<file path="src/verilog/cpureg_pkg.sv">
// package: constants, commands and carriers for the cpu core register file
package cpureg_pkg;

	// ------------------------------------------------------------
	// register map (word offsets on the wishbone bus)
	// ------------------------------------------------------------
	localparam logic [7:0] CPUREG_OFF_ACC    = 8'h00;
	localparam logic [7:0] CPUREG_OFF_IDX1   = 8'h04;
	localparam logic [7:0] CPUREG_OFF_IDX2   = 8'h08;
	localparam logic [7:0] CPUREG_OFF_STACK  = 8'h0C;
	localparam logic [7:0] CPUREG_OFF_PSW    = 8'h10;
	localparam logic [7:0] CPUREG_OFF_PAIR   = 8'h14;
	localparam logic [7:0] CPUREG_OFF_CMD    = 8'h18;
	localparam logic [7:0] CPUREG_OFF_RESULT = 8'h1C;
	localparam logic [7:0] CPUREG_OFF_STKADR = 8'h20;

	// ------------------------------------------------------------
	// status word bit positions
	// ------------------------------------------------------------
	localparam int CPUREG_BIT_C = 0;
	localparam int CPUREG_BIT_Z = 1;
	localparam int CPUREG_BIT_I = 2;
	localparam int CPUREG_BIT_H = 3;
	localparam int CPUREG_BIT_B = 4;
	localparam int CPUREG_BIT_G = 5;
	localparam int CPUREG_BIT_V = 6;
	localparam int CPUREG_BIT_N = 7;

	// ------------------------------------------------------------
	// values
	// ------------------------------------------------------------
	localparam logic [7:0]  CPUREG_RST_ZERO    = 8'h00;
	localparam logic [7:0]  CPUREG_STACK_TOP   = 8'hBF;
	localparam logic [7:0]  CPUREG_MASK_HV     = 8'h48;
	localparam logic [31:0] CPUREG_UNMAPPED    = 32'h0000_0000;

	// command codes written to the command register, bits [3:0]
	typedef enum logic [3:0] {
		CPUREG_OP_NOP,
		CPUREG_OP_ADD,
		CPUREG_OP_SUB,
		CPUREG_OP_SHL,
		CPUREG_OP_ROR,
		CPUREG_OP_INCX,
		CPUREG_OP_DECX,
		CPUREG_OP_CMPX,
		CPUREG_OP_INCY,
		CPUREG_OP_DECY,
		CPUREG_OP_MOV,
		CPUREG_OP_BITTEST,
		CPUREG_OP_PUSH,
		CPUREG_OP_POP,
		CPUREG_OP_FLAG,
		CPUREG_OP_IRQ
	} cpureg_op_t;

	// flag sub-commands in command bits [7:4] with CPUREG_OP_FLAG
	localparam logic [3:0] CPUREG_F_EI   = 4'h1;
	localparam logic [3:0] CPUREG_F_DI   = 4'h2;
	localparam logic [3:0] CPUREG_F_CLEAR_OVERFLOW_INSTR = 4'h3;
	localparam logic [3:0] CPUREG_F_SET_PAGE_INSTR = 4'h4;
	localparam logic [3:0] CPUREG_F_CLEAR_PAGE_INSTR = 4'h5;
	localparam logic [3:0] CPUREG_F_BRK  = 4'h6;

	// ------------------------------------------------------------
	// carriers
	// ------------------------------------------------------------
	typedef struct packed {
		logic [7:0]  acc;
		logic [7:0]  idx1;
		logic [7:0]  idx2;
		logic [7:0]  stack;
		logic [7:0]  program_status_word;
		logic [7:0]  result;
		logic [7:0]  stkadr;
		logic [31:0] rdata;
		logic        ack;
		logic        irq_ok;
	} cpureg_state_t;

endpackage

</file>
<file path="src/verilog/cpureg_core.sv">
// cpu core registers, stack pointer and status flags behind a wishbone slave
`timescale 1ns/1ps

module cpureg_core
	import cpureg_pkg::*;
(
	// clock and reset
	input  wire logic        clk_i,
	input  wire logic        rst_i,
	// wishbone slave
	input  wire logic        cyc_i,
	input  wire logic        stb_i,
	input  wire logic        we_i,
	input  wire logic [7:0]  adr_i,
	input  wire logic [3:0]  sel_i,
	input  wire logic [31:0] dat_i,
	output logic      [31:0] dat_o,
	output logic             ack_o,
	// decoder side: operand, base address, index select, direct mode
	input  wire logic [7:0]  mem_data_i,
	input  wire logic [7:0]  base_addr_i,
	input  wire logic        addr_use_y_i,
	input  wire logic        direct_mode_i,
	// addressing and status outputs
	output logic      [8:0]  eff_addr_o,
	output logic      [7:0]  stack_addr_o,
	output logic      [7:0]  psw_o,
	output logic             irq_accept_o
);

	// ------------------------------------------------------------
	// state
	// ------------------------------------------------------------
	cpureg_state_t st_reg;
	cpureg_state_t st_next;
	logic [8:0]    eff_reg;
	logic [8:0]    eff_next;

	logic          req;
	logic          wr;
	logic [7:0]    wb0;
	logic [7:0]    wb1;
	cpureg_op_t    op;
	logic [3:0]    sub;
	logic [8:0]    sum;
	logic [4:0]    low;
	logic [7:0]    res;
	logic [7:0]    b;
	logic          do_alu;

	assign req = cyc_i & stb_i & ~st_reg.ack;
	assign wr  = req & we_i;

	// ------------------------------------------------------------
	// next state
	// ------------------------------------------------------------
	always_comb begin
		st_next        = st_reg;
		eff_next       = eff_reg;
		st_next.ack    = req;
		st_next.irq_ok = 1'b0;
		sum            = 9'h000;
		low            = 5'h00;
		res            = 8'h00;
		do_alu         = 1'b0;
		wb0            = sel_i[0] ? dat_i[7:0] : 8'h00;
		wb1            = sel_i[1] ? dat_i[15:8] : 8'h00;
		op             = cpureg_op_t'(dat_i[3:0]);
		sub            = dat_i[7:4];
		b              = mem_data_i;

		// effective address: page flag and base in direct mode, else base plus index on page 0
		if (direct_mode_i) begin
			eff_next = {st_reg.program_status_word[CPUREG_BIT_G], base_addr_i};
		end else begin
			eff_next = {1'b0, base_addr_i + (addr_use_y_i ? st_reg.idx2 : st_reg.idx1)};
		end

		// register reads
		if (req && !we_i) begin
			unique case (adr_i)
				CPUREG_OFF_ACC:    st_next.rdata = {24'h000000, st_reg.acc};
				CPUREG_OFF_IDX1:   st_next.rdata = {24'h000000, st_reg.idx1};
				CPUREG_OFF_IDX2:   st_next.rdata = {24'h000000, st_reg.idx2};
				CPUREG_OFF_STACK:  st_next.rdata = {24'h000000, st_reg.stack};
				CPUREG_OFF_PSW:    st_next.rdata = {24'h000000, st_reg.program_status_word};
				CPUREG_OFF_PAIR:   st_next.rdata = {16'h0000, st_reg.idx2, st_reg.acc};
				CPUREG_OFF_RESULT: st_next.rdata = {24'h000000, st_reg.result};
				CPUREG_OFF_STKADR: st_next.rdata = {24'h000000, st_reg.stkadr};
				default:           st_next.rdata = CPUREG_UNMAPPED;
			endcase
		end

		// register writes and commands
		if (wr) begin
			unique case (adr_i)
				CPUREG_OFF_ACC: if (sel_i[0]) st_next.acc = wb0;
				CPUREG_OFF_IDX1: if (sel_i[0]) st_next.idx1 = wb0;
				CPUREG_OFF_IDX2: if (sel_i[0]) st_next.idx2 = wb0;
				CPUREG_OFF_STACK: if (sel_i[0]) st_next.stack = wb0;
				CPUREG_OFF_PSW: if (sel_i[0]) st_next.program_status_word = wb0;
				CPUREG_OFF_PAIR: begin
					if (sel_i[0]) st_next.acc = wb0;
					if (sel_i[1]) st_next.idx2 = wb1;
				end
				CPUREG_OFF_CMD: if (sel_i[0]) begin
					unique case (op)
						CPUREG_OP_ADD: begin
							sum = {1'b0, st_reg.acc} + {1'b0, b};
							low = {1'b0, st_reg.acc[3:0]} + {1'b0, b[3:0]};
							res = sum[7:0];
							st_next.acc = res;
							st_next.program_status_word[CPUREG_BIT_C] = sum[8];
							st_next.program_status_word[CPUREG_BIT_H] = low[4];
							st_next.program_status_word[CPUREG_BIT_V] =
								(st_reg.acc[7] == b[7]) && (res[7] != b[7]);
							do_alu = 1'b1;
						end
						CPUREG_OP_SUB: begin
							sum = {1'b0, st_reg.acc} - {1'b0, b};
							low = {1'b0, st_reg.acc[3:0]} - {1'b0, b[3:0]};
							res = sum[7:0];
							st_next.acc = res;
							st_next.program_status_word[CPUREG_BIT_C] = ~sum[8];
							st_next.program_status_word[CPUREG_BIT_H] = ~low[4];
							st_next.program_status_word[CPUREG_BIT_V] =
								(st_reg.acc[7] != b[7]) && (res[7] != st_reg.acc[7]);
							do_alu = 1'b1;
						end
						CPUREG_OP_SHL: begin
							res = {st_reg.acc[6:0], 1'b0};
							st_next.acc = res;
							st_next.program_status_word[CPUREG_BIT_C] = st_reg.acc[7];
							do_alu = 1'b1;
						end
						CPUREG_OP_ROR: begin
							res = {st_reg.program_status_word[CPUREG_BIT_C], st_reg.acc[7:1]};
							st_next.acc = res;
							st_next.program_status_word[CPUREG_BIT_C] = st_reg.acc[0];
							do_alu = 1'b1;
						end
						CPUREG_OP_INCX: begin
							res = st_reg.idx1 + 8'h01;
							st_next.idx1 = res;
							do_alu = 1'b1;
						end
						CPUREG_OP_DECX: begin
							res = st_reg.idx1 - 8'h01;
							st_next.idx1 = res;
							do_alu = 1'b1;
						end
						CPUREG_OP_CMPX: begin
							sum = {1'b0, st_reg.idx1} - {1'b0, b};
							res = sum[7:0];
							st_next.program_status_word[CPUREG_BIT_C] = ~sum[8];
							do_alu = 1'b1;
						end
						CPUREG_OP_INCY: begin
							res = st_reg.idx2 + 8'h01;
							st_next.idx2 = res;
							do_alu = 1'b1;
						end
						CPUREG_OP_DECY: begin
							res = st_reg.idx2 - 8'h01;
							st_next.idx2 = res;
							do_alu = 1'b1;
						end
						CPUREG_OP_MOV: begin
							res = b;
							st_next.acc = res;
							do_alu = 1'b1;
						end
						CPUREG_OP_BITTEST: begin
							st_next.program_status_word[CPUREG_BIT_V] = b[6];
							st_next.program_status_word[CPUREG_BIT_N] = b[7];
							st_next.program_status_word[CPUREG_BIT_Z] = ((st_reg.acc & b) == 8'h00);
						end
						CPUREG_OP_PUSH: begin
							// save at current pointer, then move down
							st_next.stkadr = st_reg.stack;
							st_next.stack  = st_reg.stack - 8'h01;
						end
						CPUREG_OP_POP: begin
							// move up first, then restore from there
							st_next.stack  = st_reg.stack + 8'h01;
							st_next.stkadr = st_reg.stack + 8'h01;
						end
						CPUREG_OP_IRQ: begin
							if (st_reg.program_status_word[CPUREG_BIT_I]) begin
								st_next.program_status_word[CPUREG_BIT_I] = 1'b0;
								st_next.stkadr = st_reg.stack;
								st_next.stack  = st_reg.stack - 8'h01;
								st_next.irq_ok = 1'b1;
							end
						end
						CPUREG_OP_FLAG: begin
							if (sub == CPUREG_F_EI) st_next.program_status_word[CPUREG_BIT_I] = 1'b1;
							if (sub == CPUREG_F_DI) st_next.program_status_word[CPUREG_BIT_I] = 1'b0;
							if (sub == CPUREG_F_CLEAR_OVERFLOW_INSTR) begin
								st_next.program_status_word = st_reg.program_status_word & ~CPUREG_MASK_HV;
							end
							if (sub == CPUREG_F_SET_PAGE_INSTR) st_next.program_status_word[CPUREG_BIT_G] = 1'b1;
							if (sub == CPUREG_F_CLEAR_PAGE_INSTR) st_next.program_status_word[CPUREG_BIT_G] = 1'b0;
							if (sub == CPUREG_F_BRK) begin
								// break is taken regardless of the enable flag
								st_next.program_status_word[CPUREG_BIT_B] = 1'b1;
								st_next.stkadr = st_reg.stack;
								st_next.stack  = st_reg.stack - 8'h01;
							end
						end
						CPUREG_OP_NOP: ;
					endcase
				end
				default: ;
			endcase
		end

		if (do_alu) begin
			st_next.result = res;
			st_next.program_status_word[CPUREG_BIT_Z] = (res == 8'h00);
			st_next.program_status_word[CPUREG_BIT_N] = res[7];
		end
	end

	// ------------------------------------------------------------
	// registers
	// ------------------------------------------------------------
	// data registers and the stack pointer keep no reset value on purpose
	always_ff @(posedge clk_i) begin
		if (rst_i) begin
			st_reg.ack    <= 1'b0;
			st_reg.irq_ok <= 1'b0;
			st_reg.rdata  <= CPUREG_UNMAPPED;
			st_reg.program_status_word    <= CPUREG_RST_ZERO;
			st_reg.result <= CPUREG_RST_ZERO;
			st_reg.stkadr <= CPUREG_RST_ZERO;
			st_reg.acc    <= st_next.acc;
			st_reg.idx1   <= st_next.idx1;
			st_reg.idx2   <= st_next.idx2;
			st_reg.stack  <= st_next.stack;
			eff_reg       <= 9'h000;
		end else begin
			st_reg  <= st_next;
			eff_reg <= eff_next;
		end
	end

	assign dat_o        = st_reg.rdata;
	assign ack_o        = st_reg.ack;
	assign psw_o        = st_reg.program_status_word;
	assign stack_addr_o = st_reg.stkadr;
	assign irq_accept_o = st_reg.irq_ok;
	assign eff_addr_o   = eff_reg;

endmodule // cpureg_core

</file>
<file path="config.mk">
export PLATFORM = sky130hd
export DESIGN_NAME = cpureg_core
export DESIGN_NICKNAME = d
export VERILOG_FILES = /design/src/verilog/cpureg_pkg.sv /design/src/verilog/cpureg_core.sv
export SDC_FILE = /design/constraint.sdc
export NUM_CORES = 1
export LEC_CHECK = 0
export BUFFER_PORTS_ARGS = -buffer_cell sky130_fd_sc_hd__buf_4
export CORE_MARGIN = 8
export CORE_UTILIZATION = 53
export DETAILED_ROUTE_END_ITERATION = 10
export HOLD_SLACK_MARGIN = 0.06
export PLACE_DENSITY = 0.79
export SLEW_MARGIN = 10
export SYNTH_ARGS = -nofsm -noshare
export SYNTH_HDL_FRONTEND = slang
export SYNTH_SLANG_ARGS = --single-unit
</file>
<file path="constraint.sdc">
create_clock -name clk_i -period 2.4 [get_ports clk_i]
set_input_delay 0.36 -clock clk_i [delete_from_list [all_inputs] [get_ports clk_i]]
set_output_delay 0.36 -clock clk_i [all_outputs]
set_load 0.01 [all_outputs]
</file>
==> run metrics <==
Overflow after GRT=0; #FFs+latches synth=83; area grow syn2layout=36.00%; Iter 0 DRT Violations=between 1000 and 1500; Root Buffer=clkbuf_16; Pre-Repair DR Iteration Count=11; leak pwr=4.287 nW; clk sinks=between 80 and 90; status=finished, violations left; Max IR drop VDD=roughly 0.00033 V; Core ar.=0.01431 mm2; critical path launch point type=flip-flop; Total Power=~3.9 mW; vias per cell=6.448; residual DRC count=0; hpwl dp=23.22 mm; die width=between 100 and 150 um; commonest non-fill, non-tap cells in the layout=291 x buf_4, 88 x nor2_1, 80 x nand2_1; Mapped Area=0.007622 mm2; CTS Buf Count=9; # diodes=0; yosys warns=0; max_cap viols=0; clk_lat worst skew=360 ps; crit path from=st_reg[76]; Overall Global Routing Usage=roughly a third; initial antenna violation count=0; largest net degree at the start of global routing=51; HP Start=base_addr_i[4]; relative slew slack=between 40% and 50%; Final Max Slew Viols=0; vias=8840; slew at the pin closest to its max-slew limit=844.2 ps; worst r2r src=st_reg[76]; endpoints failing setup=6; Syn Area/Cell=approximately 7.8 um2; die height=135.9 um; post-place setup slack=-420.6 ps; worst-path fanout max=5; failing checks=setup timing; clk_skew=6.763 ps; most common cell after layout, fill and taps aside=buf_4; TritonCTS clock tree=done; CP arrival=2760 ps; Largest register FFs=40; clk slew on worst S/H paths=70 ps; ys async rst share=0%; top cell type by total area after synthesis=dfxtp_1; FF-to-FF setup slack=-150 ps; routability cong.=1.030; final-report hold violation count=0; final WL=30.56 mm; kind of critical path=flip-flop to flip-flop; number of global-route vias before repair=roughly 8100; Cell variety after synth=70; period utilization=106.3%; Critical Path End Type=flip-flop; Avg WL per Cell=22.29 um; RSZ-0062 raised after global routing=true; Post-synth EDFFs=32; Primary FF master, synth=dfxtp_1; Post-Synthesis Cells=976; Synth top area share=13.39%; Post-DRT Antenna Nets=0; Area contributors post-synth=dfxtp_1 13%, edfxtp_1 13%, ha_1 6.2%; Initial Utilization=53.25%; port buffer count=91; first-pass GRT wire length=45.11 mm; Fmax achieved=392.1 MHz; Clock Tree Buf Depth=2; pwr dens=roughly 370 mW/mm2; CP required=2610 ps; Final nets=1291; Seq/Total Area, Yosys=26.00%; H-Tree Level Count=3; Die Area=0.01848 mm2; Fillers=1135; layout cells sized above 1=34.79%; HP Class=input port to flip-flop; I/O pins=126; PnR worst setup slack=-150.1 ps; row cnt=44; shortest period the worst path allows=2550 ps
-- synth_stat cells (all sizes together) (5+ instances only) --
| master | instances |
|---|---|
| xor2 | 32 |
| nand3 | 24 |
| a21oi | 82 |
| a222oi | 16 |
| a22oi | 17 |
| a21o | 6 |
| and2 | 5 |
| nand2 | 81 |
| nor2 | 91 |
| xnor2 | 34 |
| o211ai | 7 |
| nor4 | 10 |
| o22ai | 12 |
| inv | 31 |
| or3 | 10 |
| nand3b | 7 |
| buf | 64 |
| clkbuf | 54 |
| and3 | 7 |
| a311oi | 7 |
| nand2b | 15 |
| ha | 38 |
| a31oi | 13 |
| o21bai | 9 |
| a211oi | 19 |
| o21ai | 58 |
| nand4 | 8 |
| nor3 | 30 |
| dfxtp | 51 |
| nor2b | 16 |
| edfxtp | 32 |
| mux2 | 7 |
| mux2i | 19 |
-- routing by layer --
layer | routed length [um] | up-vias | track usage, % | part of all wire, %
met5 | 0 | - | 0 | 0
met4 | 1633 | 0 | 14.95 | 5.3
met3 | 3881 | 149 | 9.460 | 13
met2 | 13620 | 687 | 49.79 | 45
met1 | 11420 | 4092 | 38.95 | 37
li1 | - | 3912 | - | -
-- cell families (layout without fill, tap and decap cells) --
group | count (synthesis) | count (layout) | share of synthesized area (%)
flip-flops | 83 | 83 | 26.00
buffers and inverters | 150 | 346 | 9.964
other | 1 | 16 | 0.04920
adder cells (fa/ha/maj) | 42 | 42 | 7.288
AND/OR/NAND/NOR | 329 | 329 | 21.82
AO/OA/AOI/OAI | 279 | 279 | 23.77
multiplexers | 26 | 26 | 3.529
XOR/XNOR | 66 | 66 | 7.584
-- critical path: stages (launching register included) --
cell,delay (ps)
edfxtp_1,520
buf_6,190
nor3_1,260
nand3_1,150
xor2_1,190
o22ai_1,100
a211o_1,390
o41ai_4,370
buf_4,180
a21oi_1,60
-- layout make-up --
| class | instances | area [um2] | area share, % |
|---|---|---|---|
| multi-input combinational | 758 | 5445 | 52.53 |
| timing repair buffer | 298 | 2281 | 22.00 |
| sequential | 83 | 1982 | 19.12 |
| tap | 184 | 230.2 | 2.221 |
| clock buffer | 9 | 225.2 | 2.173 |
| inverter | 32 | 120.1 | 1.159 |
| clock inverter | 7 | 82.58 | 0.7966 |
-- through the flow --
step | area, um2 | std cells | TNS (ps) | hold WS [ps] | utilization [%]
final | 10370 | 1371 | -666.9 | 252.7 | 72.42
after global placement | 9472 | 1344 | -1892 | 442.4 | 66.17
after floorplan | 7704 | 991 | 0 | 432.3 | -
after global routing | 10370 | 1371 | -1788 | 265.7 | 72.42
after CTS | 9953 | 1366 | -824.0 | 243.3 | 69.54
after detailed placement | 9472 | 1344 | -2810 | 443.8 | 66.17
-- path summary, 6_finish.rpt --
| path | end | cells after the start |
|---|---|---|
| setup / recovery | st_reg[49] | 9 |
| hold / removal | eff_addr_o[4] | 3 |
| setup reg to reg | st_reg[49] | 9 |
| hold reg to reg | dat_o[13] | 2 |
-- power by group --
part / switching, mW / leakage [nW] / internal, mW
Combinational: 0.483 / 3.44 / 0.417
Sequential: 0.00852 / 0.701 / 1.48
Clock: 0.664 / 0.145 / 0.824
-- timing repair --
item / 4_1_cts / 5_1_grt
pin swaps: 14 / 37
gates resized for setup: 32 / 74
hold endpoints to repair: 0 / 0
cloned: 0 / 0
setup endpoints to repair: 15 / 17
setup buffers: 6 / 8
hold buffers: 0 / 0
Note: power is estimated with default switching activity, not from simulation.
